<file path="src/exec_pkg.sv">
// Purpose: Shared constants and types for the logic/bit-op executor.
// Assumes: 8-bit data path, 16-bit instruction words.
// Notes:   Offsets are word indices on the plain register port.
package exec_pkg;
    // Register port offsets
    localparam logic [3:0] OFS_CTRL   = 4'h0;
    localparam logic [3:0] OFS_WORK   = 4'h1;
    localparam logic [3:0] OFS_STATUS = 4'h2;
    localparam logic [3:0] OFS_STATE  = 4'h3;
    // Field positions
    localparam int CTRL_RUN_BIT = 0;
    localparam int ST_C_BIT     = 0;
    localparam int ST_DC_BIT    = 1;
    localparam int ST_Z_BIT     = 2;
    localparam int ST_OV_BIT    = 3;
    localparam int STATE_SKIP   = 2;
    // Reset values
    localparam logic       CTRL_RST   = 1'b0;
    localparam logic [7:0] WORK_RST   = 8'h00;
    localparam logic [3:0] STATUS_RST = 4'h0;
    // Opcode patterns
    localparam logic [7:0] OPC_AND_LIT  = 8'hB5;
    localparam logic [6:0] OPC_AND_FILE = 7'h05;
    localparam logic [6:0] OPC_ADD_C    = 7'h08;
    localparam logic [4:0] OPC_BIT_CLR  = 5'h11;
    localparam logic [4:0] OPC_BIT_SET  = 5'h10;
    localparam logic [4:0] OPC_SKIP_CLR = 5'h13;
    localparam logic [4:0] OPC_SKIP_SET = 5'h12;
    // Quarter cycles per instruction cycle
    localparam int PHASES = 4;

    typedef enum logic [1:0] {
        ph_decode  = 2'b00,
        ph_read    = 2'b01,
        ph_process = 2'b10,
        ph_write   = 2'b11
    } phase_type;

    typedef enum logic [2:0] {
        op_nop      = 3'b000,
        op_and_lit  = 3'b001,
        op_and_file = 3'b010,
        op_bit_clr  = 3'b011,
        op_bit_set  = 3'b100,
        op_skip_clr = 3'b101,
        op_skip_set = 3'b110,
        op_add_c    = 3'b111
    } op_type;

    typedef struct packed {
        op_type     op;
        logic       dest_file;
        logic [2:0] bit_sel;
        logic [7:0] low_byte;
    } instr_type;
endpackage : exec_pkg

</file>
<file path="src/logic_and_bit_op_exec.sv">
// Purpose: Executes AND, add-with-carry, bit set/clear and bit-test-skip.
// Assumes: Fetch stage holds i_instr_word for the whole decode quarter;
//          file read data is valid while o_file_addr is stable.
// Notes:   Four clocks per instruction cycle, one per quarter.
`timescale 1ns/100ps
`default_nettype none
module logic_and_bit_op_exec
    import exec_pkg::*;
#(
    parameter int DATA_W = 8
) (
    input  wire logic        i_clk_sys,
    input  wire logic        i_sys_rst,
    input  wire logic [15:0] i_instr_word,
    input  wire logic [7:0]  i_file_rdata,
    input  wire logic [3:0]  i_addr,
    input  wire logic [7:0]  i_wdata,
    input  wire logic        i_wr,
    input  wire logic        i_rd,
    output logic      [7:0]  o_rdata,
    output logic      [1:0]  o_phase,
    output logic      [7:0]  o_file_addr,
    output logic      [7:0]  o_file_wdata,
    output logic             o_file_we,
    output logic             o_skip
);
    if (DATA_W != 8) begin : g_chk
        $error("DATA_W must be 8");
    end

    function automatic op_type decode_op(input logic [15:0] w);
        op_type r;
        r = op_nop;
        if (w[15:8] == OPC_AND_LIT)       r = op_and_lit;
        else if (w[15:9] == OPC_AND_FILE) r = op_and_file;
        else if (w[15:9] == OPC_ADD_C)    r = op_add_c;
        else if (w[15:11] == OPC_BIT_CLR) r = op_bit_clr;
        else if (w[15:11] == OPC_BIT_SET) r = op_bit_set;
        else if (w[15:11] == OPC_SKIP_CLR) r = op_skip_clr;
        else if (w[15:11] == OPC_SKIP_SET) r = op_skip_set;
        return r;
    endfunction : decode_op

    function automatic logic is_zero(input logic [7:0] v);
        return v == 8'h00;
    endfunction : is_zero

    phase_type  phase_r;
    phase_type  phase_nxt;
    instr_type  ins_r;
    instr_type  ins_nxt;
    logic       run_r;
    logic [7:0] work_r;
    logic [3:0] status_r;
    logic [7:0] opnd_r;
    logic [7:0] result_r;
    logic [3:0] flags_r;
    logic       skip_pend_r;
    logic       wr_work_r;
    logic       skip_nxt;
    logic [8:0] sum;
    logic [4:0] half;
    logic [7:0] result_nxt;
    logic [3:0] flags_nxt;
    logic       wr_work_nxt;
    logic       wr_file_nxt;
    logic       bit_val;

    // Quarter-cycle sequencer; holds in decode while stopped
    assign phase_nxt = (phase_r != ph_decode || run_r) ? phase_type'(phase_r + 2'h1) : phase_r;

    always_ff @(posedge i_clk_sys or posedge i_sys_rst) begin
        if (i_sys_rst) begin
            phase_r <= ph_decode;
        end else begin
            phase_r <= phase_nxt;
        end
    end

    always_comb begin
        ins_nxt           = '0;
        ins_nxt.op        = decode_op(i_instr_word);
        ins_nxt.dest_file = i_instr_word[8];
        ins_nxt.bit_sel   = i_instr_word[10:8];
        ins_nxt.low_byte  = i_instr_word[7:0];
        if (skip_pend_r) begin
            ins_nxt.op = op_nop;
        end
    end

    // Decode quarter: latch instruction and present file address
    always_ff @(posedge i_clk_sys or posedge i_sys_rst) begin
        if (i_sys_rst) begin
            ins_r       <= '0;
            o_file_addr <= 8'h00;
        end else if (phase_r == ph_decode && run_r) begin
            ins_r       <= ins_nxt;
            o_file_addr <= ins_nxt.low_byte;
        end
    end

    // Read quarter: literal or file operand
    always_ff @(posedge i_clk_sys or posedge i_sys_rst) begin
        if (i_sys_rst) begin
            opnd_r <= 8'h00;
        end else if (phase_r == ph_read) begin
            opnd_r <= (ins_r.op == op_and_lit) ? ins_r.low_byte : i_file_rdata;
        end
    end

    assign bit_val = opnd_r[ins_r.bit_sel];
    assign sum     = {1'b0, work_r} + {1'b0, opnd_r} + {8'h00, status_r[ST_C_BIT]};
    assign half    = {1'b0, work_r[3:0]} + {1'b0, opnd_r[3:0]} + {4'h0, status_r[ST_C_BIT]};

    always_comb begin
        result_nxt  = opnd_r;
        flags_nxt   = status_r;
        wr_work_nxt = 1'b0;
        wr_file_nxt = 1'b0;
        skip_nxt    = 1'b0;
        case (ins_r.op)
            op_and_lit: begin
                result_nxt          = work_r & opnd_r;
                flags_nxt[ST_Z_BIT] = is_zero(result_nxt);
                wr_work_nxt         = 1'b1;
            end
            op_and_file: begin
                result_nxt          = work_r & opnd_r;
                flags_nxt[ST_Z_BIT] = is_zero(result_nxt);
                wr_work_nxt         = !ins_r.dest_file;
                wr_file_nxt         = ins_r.dest_file;
            end
            op_add_c: begin
                result_nxt           = sum[7:0];
                flags_nxt[ST_C_BIT]  = sum[8];
                flags_nxt[ST_DC_BIT] = half[4];
                flags_nxt[ST_OV_BIT] = (work_r[7] == opnd_r[7]) && (sum[7] != work_r[7]);
                flags_nxt[ST_Z_BIT]  = is_zero(sum[7:0]);
                wr_work_nxt          = !ins_r.dest_file;
                wr_file_nxt          = ins_r.dest_file;
            end
            op_bit_clr: begin
                result_nxt[ins_r.bit_sel] = 1'b0;
                wr_file_nxt               = 1'b1;
            end
            op_bit_set: begin
                result_nxt[ins_r.bit_sel] = 1'b1;
                wr_file_nxt               = 1'b1;
            end
            op_skip_clr: begin
                skip_nxt = !bit_val;
            end
            op_skip_set: begin
                skip_nxt = bit_val;
            end
            default: begin
                result_nxt = opnd_r;
            end
        endcase
    end

    // Process quarter: result, flags and file strobe for the write quarter
    always_ff @(posedge i_clk_sys or posedge i_sys_rst) begin
        if (i_sys_rst) begin
            result_r     <= 8'h00;
            flags_r      <= STATUS_RST;
            wr_work_r    <= 1'b0;
            o_file_we    <= 1'b0;
            o_file_wdata <= 8'h00;
        end else if (phase_r == ph_process) begin
            result_r     <= result_nxt;
            flags_r      <= flags_nxt;
            wr_work_r    <= wr_work_nxt;
            o_file_we    <= wr_file_nxt;
            o_file_wdata <= result_nxt;
        end else begin
            o_file_we <= 1'b0;
        end
    end

    // Skip bookkeeping: discard one fetched word
    always_ff @(posedge i_clk_sys or posedge i_sys_rst) begin
        if (i_sys_rst) begin
            skip_pend_r <= 1'b0;
        end else if (phase_r == ph_process && skip_nxt) begin
            skip_pend_r <= 1'b1;
        end else if (phase_r == ph_decode && run_r) begin
            skip_pend_r <= 1'b0;
        end
    end

    always_ff @(posedge i_clk_sys or posedge i_sys_rst) begin
        if (i_sys_rst) begin
            o_skip <= 1'b0;
        end else if (phase_r == ph_decode && run_r) begin
            o_skip <= skip_pend_r;
        end else if (phase_r == ph_write) begin
            o_skip <= 1'b0;
        end
    end

    // Working register and flags; write quarter beats a software write
    always_ff @(posedge i_clk_sys or posedge i_sys_rst) begin
        if (i_sys_rst) begin
            work_r   <= WORK_RST;
            status_r <= STATUS_RST;
        end else if (phase_r == ph_write) begin
            if (wr_work_r) begin
                work_r <= result_r;
            end
            status_r <= flags_r;
        end else if (i_wr && i_addr == OFS_WORK) begin
            work_r <= i_wdata;
        end else if (i_wr && i_addr == OFS_STATUS) begin
            status_r <= i_wdata[3:0];
        end
    end

    always_ff @(posedge i_clk_sys or posedge i_sys_rst) begin
        if (i_sys_rst) begin
            run_r <= CTRL_RST;
        end else if (i_wr && i_addr == OFS_CTRL) begin
            run_r <= i_wdata[CTRL_RUN_BIT];
        end
    end

    // Read port, data one cycle after the strobe
    always_ff @(posedge i_clk_sys or posedge i_sys_rst) begin
        if (i_sys_rst) begin
            o_rdata <= 8'h00;
        end else if (i_rd) begin
            case (i_addr)
                OFS_CTRL:   o_rdata <= {7'h00, run_r};
                OFS_WORK:   o_rdata <= work_r;
                OFS_STATUS: o_rdata <= {4'h0, status_r};
                OFS_STATE:  o_rdata <= {5'h00, skip_pend_r, phase_r};
                default:    o_rdata <= 8'h00;
            endcase
        end else begin
            o_rdata <= 8'h00;
        end
    end

    always_ff @(posedge i_clk_sys or posedge i_sys_rst) begin
        if (i_sys_rst) begin
            o_phase <= 2'h0;
        end else begin
            o_phase <= phase_nxt;
        end
    end

    logic take;
    assign take = phase_r == ph_decode && run_r && !skip_pend_r;
endmodule : logic_and_bit_op_exec
`default_nettype wire

</file>
<file path="config.mk">
export PLATFORM = sky130hd
export DESIGN_NAME = logic_and_bit_op_exec
export DESIGN_NICKNAME = d
export VERILOG_FILES = /design/src/exec_pkg.sv /design/src/logic_and_bit_op_exec.sv
export SDC_FILE = /design/constraint.sdc
export NUM_CORES = 1
export LEC_CHECK = 0
export ABC_CLOCK_PERIOD_IN_PS = 2200
export BUFFER_PORTS_ARGS = -buffer_cell sky130_fd_sc_hd__buf_2
export CAP_MARGIN = 20
export CORE_ASPECT_RATIO = 0.7
export CORE_MARGIN = 2
export CORE_UTILIZATION = 36
export DETAILED_ROUTE_END_ITERATION = 10
export HOLD_SLACK_MARGIN = 0.05
export PLACE_DENSITY = 0.68
export SYNTH_ARGS = -nofsm -noshare
export SYNTH_HDL_FRONTEND = slang
export SYNTH_SLANG_ARGS = --single-unit
</file>
<file path="constraint.sdc">
create_clock -name i_clk_sys -period 2.2 [get_ports i_clk_sys]
set_input_delay 0.33 -clock i_clk_sys [delete_from_list [all_inputs] [get_ports i_clk_sys]]
set_output_delay 0.33 -clock i_clk_sys [all_outputs]
set_load 0.02 [all_outputs]
</file>
==> metrics list <==
- Pre-antenna DRT Iters: 5
- Relative to the synthesized area, the layout overhead comes to 24.9%.
* Grt ovf: 0
- Antenna violations before repair: 0
- The internal portion of the total power is 4.52 mW.
- The final number of max-transition violations is 0.
- Least setup slack across all paths after layout: -0.128 ns
- Clock input transition at the sequential cells of the worst setup and hold paths: 0.05 ns
- The via count of the first global-routing pass came to 3233.
- Part of the Yosys area used for sequential elements: 0.403
- Clock tree synthesis found a total of 61 sinks.
- For this design the total switching power over the nets is 3.71 mW.
- Post-placement setup slack: -0.221 ns
- Endpoint arrival time on the critical path: 2.56 ns
- In this run the tool buffered the top-level ports with 67 buffer cells.
* Fraction of layout instances using a drive strength above 1: 0.291
- Mapped cell area: 0.00379 mm²
* Violations in the final reports: setup timing
- Count of vias placed by the detailed router: 3409
* Summed area of non-filler cells in the final layout: 0.00473 mm²
- Setup violations remaining at the end of the flow were counted as 1.
* Number of synthesized register bits: 61
- After layout, the design draws a total of 8.23 mW.
* Relative contribution of sequential cells to total power: 0.258
- Traced cell by cell, the critical path runs through fa_2 -> inv_2 -> fa_2 -> nand2b_4 -> a21oi_2 -> a211oi_2 -> xnor2_1 -> or4_4 -> o41ai_2.
* Relative slew margins: 0.641
- Insertion delay of the later-clocked pin in the worst-skew pair: 0.33 ns
* Unrepaired setup endpoints after global routing: yes
- After floorplanning, the core was divided into 31 placement rows.
- Dividing the detail-routed wire length by the instance count gives 16.6 µm.
- Most used cells in the layout excluding fill and tap cells: sky130_fd_sc_hd__buf_2, sky130_fd_sc_hd__dfrtp_1, sky130_fd_sc_hd__nor2_1
- The first routing iteration left 396 violations.
* Total Die Area: 0.0114 mm²
* Total half-perimeter wirelength after legalization and detailed placement: 7930 µm
- Pin count of the biggest net entering global routing: 62
- Total global-route track usage: 0.189
* Master of the slowest instance on the critical path: sky130_fd_sc_hd__or4_4
- Based on the critical path, the design can be clocked at up to 430 MHz.
* H-tree Lvls: 3
- Chip width: 127 µm
- Core area: 0.0103 mm²
* Crit path launch type: register
* Cells after synthesis: 419
* Nets@finish: 556
- Root buffer selected by CTS: sky130_fd_sc_hd__clkbuf_16
- The library cell used most frequently in the layout, excluding fill and tap cells, is sky130_fd_sc_hd__buf_2.
* Final-layout worst hold slack: 0.0536 ns
* # IOs: 68
- Placer congestion estimate: 0.956
- Once detail routing completed, the nets flagged for antenna violations numbered 0.
- Dividing total power by cell area gives a power density of 1740 mW/mm².
- Overall routed net length: 10600 µm
- Data required, critical path: 2.43 ns
- Switching part of the total power: 0.451
- Of the total power, the clock network draws 0.152.
- Share of power burned in combinational logic: 0.590
- Setup crit end kind: register
* Static leakage: 2.15 nW
* Final clock skew: 0.00435 ns
- For this run, design rule violations remaining after detail routing come to 0.
- Worst path most repeated cell: sky130_fd_sc_hd__fa_2
- Effective utilization at floorplan: 0.369
* Post-synth cell types: 51
* Worst Max-Slew Pin Slew: 0.539 ns
- Number of buffers between clock root and the deepest sink: 2
- Mapped Avg Cell Area: 9.04 µm²
* Crit share post-route: 1.06
- Minimum clock period: 2.33 ns
- Total count of hold-check failures in the final report: 0
* Net count after synthesis: 473
* Category of the critical setup timing path: reg2reg
* TritonCTS clock tree: built
- Placed Instance Area: 0.00442 mm²
* Biggest cell delay along the critical path: 0.43 ns
- Diode insertion count for antenna repair: 0
- Max-capacitance violation count: 0
* Peak VDD IR: 0.704 mV
- The path class of the tightest hold or removal check is in2async.
- Die boundary height: 89.8 µm
* Global-route wire length before repair: 16900 µm
- Via density per instance: 5.34
* CTS Buf Count: 9
- Largest fanout on the critical path: 2
- During synthesis, Yosys emitted a total of 0 warnings.
- The run finished, with violations left.
* Fill count: 1004
[per-stage QoR]
| step | std cells | TNS, ns | util |
|---|---|---|---|
| 2_1_floorplan | 419 | -0.108 | - |
| 3_3_place_gp | 620 | -0.145 | 0.430 |
| 3_5_place_dp | 620 | -0.225 | 0.430 |
| 4_1_cts | 636 | -0.180 | 0.457 |
| 5_1_grt | 638 | -0.676 | 0.460 |
| 6_report | 638 | -0.128 | 0.460 |
[repair_timing]
action                                  4_1_cts  5_1_grt
pin swaps                                     6        7
endpoints found under the setup margin        2        7
buffers inserted                              1        3
resized for setup                             1        4
hold buffers                                  0        0
[final timing paths]
| check | end | startpoint | slack, ns | depth (start not counted) |
|---|---|---|---|---|
| max reg2reg | flags_r[2]$_DFFE_PP0P_ | opnd_r[0]$_DFFE_PP0N_ | -0.13 | 9 |
| min | ins_r[2]$_DFFE_PP0P_ | i_sys_rst | 0.05 | 3 |
| max | flags_r[2]$_DFFE_PP0P_ | opnd_r[0]$_DFFE_PP0N_ | -0.13 | 9 |
| min reg2reg | status_r[3]$_DFFE_PP0P_ | flags_r[3]$_DFFE_PP0P_ | 0.50 | 2 |
| min in group i_clk_sys | ins_r[12]$_DFFE_PP0P_ | i_instr_word[14] | 0.20 | 2 |
| max in group asynchronous | o_rdata[7]$_DFF_PP0_ | i_sys_rst | 1.87 | 3 |
[power by group through the flow]
| stage | registers (mW) | clock network, mW | logic [mW] |
|---|---|---|---|
| after global placement | 2.10 | 0 | 4.54 |
| after global routing | 2.19 | 1.34 | 5.30 |
| after detailed placement | 2.13 | 0 | 4.60 |
| final | 2.12 | 1.25 | 4.85 |
| after floorplan | 2.06 | 0 | 3.21 |
| after CTS | 2.12 | 1.29 | 4.69 |
[synth_stat cells, drive strengths merged]
master  number  area [µm²]
ha          12         150
nand2       33         124
nor3         6        30.0
a211oi       6        50.1
a32oi        1        8.76
nand3b       4        30.0
mux2        16         180
a21o         3        23.8
nor2        49         186
o21bai       2        15.0
nor2b        9        56.3
a21boi       1        7.51
o41ai        2        25.0
buf         12        78.8
o22a         2        17.5
a221oi       2        17.5
nand3        4        20.0
mux2i       21         210
clkbuf      17        63.8
a22o         2        17.5
o211ai       4        35.0
or4          1        11.3
or3          1        6.26
a32o         1        10.0
o31ai        2        15.0
and2         5        31.3
a21oi       38         190
a41oi        2        17.5
o221ai       2        17.5
fa           2        40.0
xnor2        7        61.3
mux4         1        22.5
xor2         1        8.76
and3         5        31.3
a22oi        6        45.0
o32ai        2        17.5
a31oi        4        25.0
nand4        2        12.5
inv         16        60.1
nand2b      17         106
nor4         3        18.8
o21ai       27         135
o22ai        5        31.3
dfrtp       61        1530
[per-layer routing]
layer | global-route usage | vias up | share of wire
met1 | 0.282 | 1618 | 0.49
met4 | 0.0531 | 0 | 0.012
met5 | 0 | - | 0
li1 | - | 1650 | -
met2 | 0.268 | 130 | 0.43
met3 | 0.0500 | 11 | 0.076
[sequential cells by signal (all words and copies together) (netlist names), 2 cells and up]
signal	cells
work_r	8
o_rdata	8
ins_r	14
o_phase	2
result_r	8
flags_r	4
opnd_r	8
status_r	4
[logic make-up after synthesis]
group,share of synthesized area
buffers and inverters,0.0535
multiplexers,0.109
XOR/XNOR,0.0185
flip-flops,0.403
AND/OR/NAND/NOR,0.175
adder cells (fa/ha/maj),0.0502
AO/OA/AOI/OAI,0.191
[critical path, delay by kind of cell (launching register included)]
family	cells	cell delay, ns
DFF	1	0.40
and+or+nand+nor	2	0.56
adders and majority gates	2	0.60
xor gates and xnor gates	1	0.14
buffers and inverters	1	0.07
AOI/OAI and AO/OA	3	0.46
[area by class of cell]
cell class | instances | area (µm²) | area share
Tap cell | 132 | 165 | 0.0349
Clock inverter | 2 | 10.0 | 0.00212
Sequential cell | 61 | 1530 | 0.323
Clock buffer | 13 | 250 | 0.0529
Multi-Input combinational cell | 313 | 2100 | 0.445
Inverter | 16 | 60.1 | 0.0127
Timing Repair Buffer | 101 | 616 | 0.130
Power figures use the tool's default switching activity.
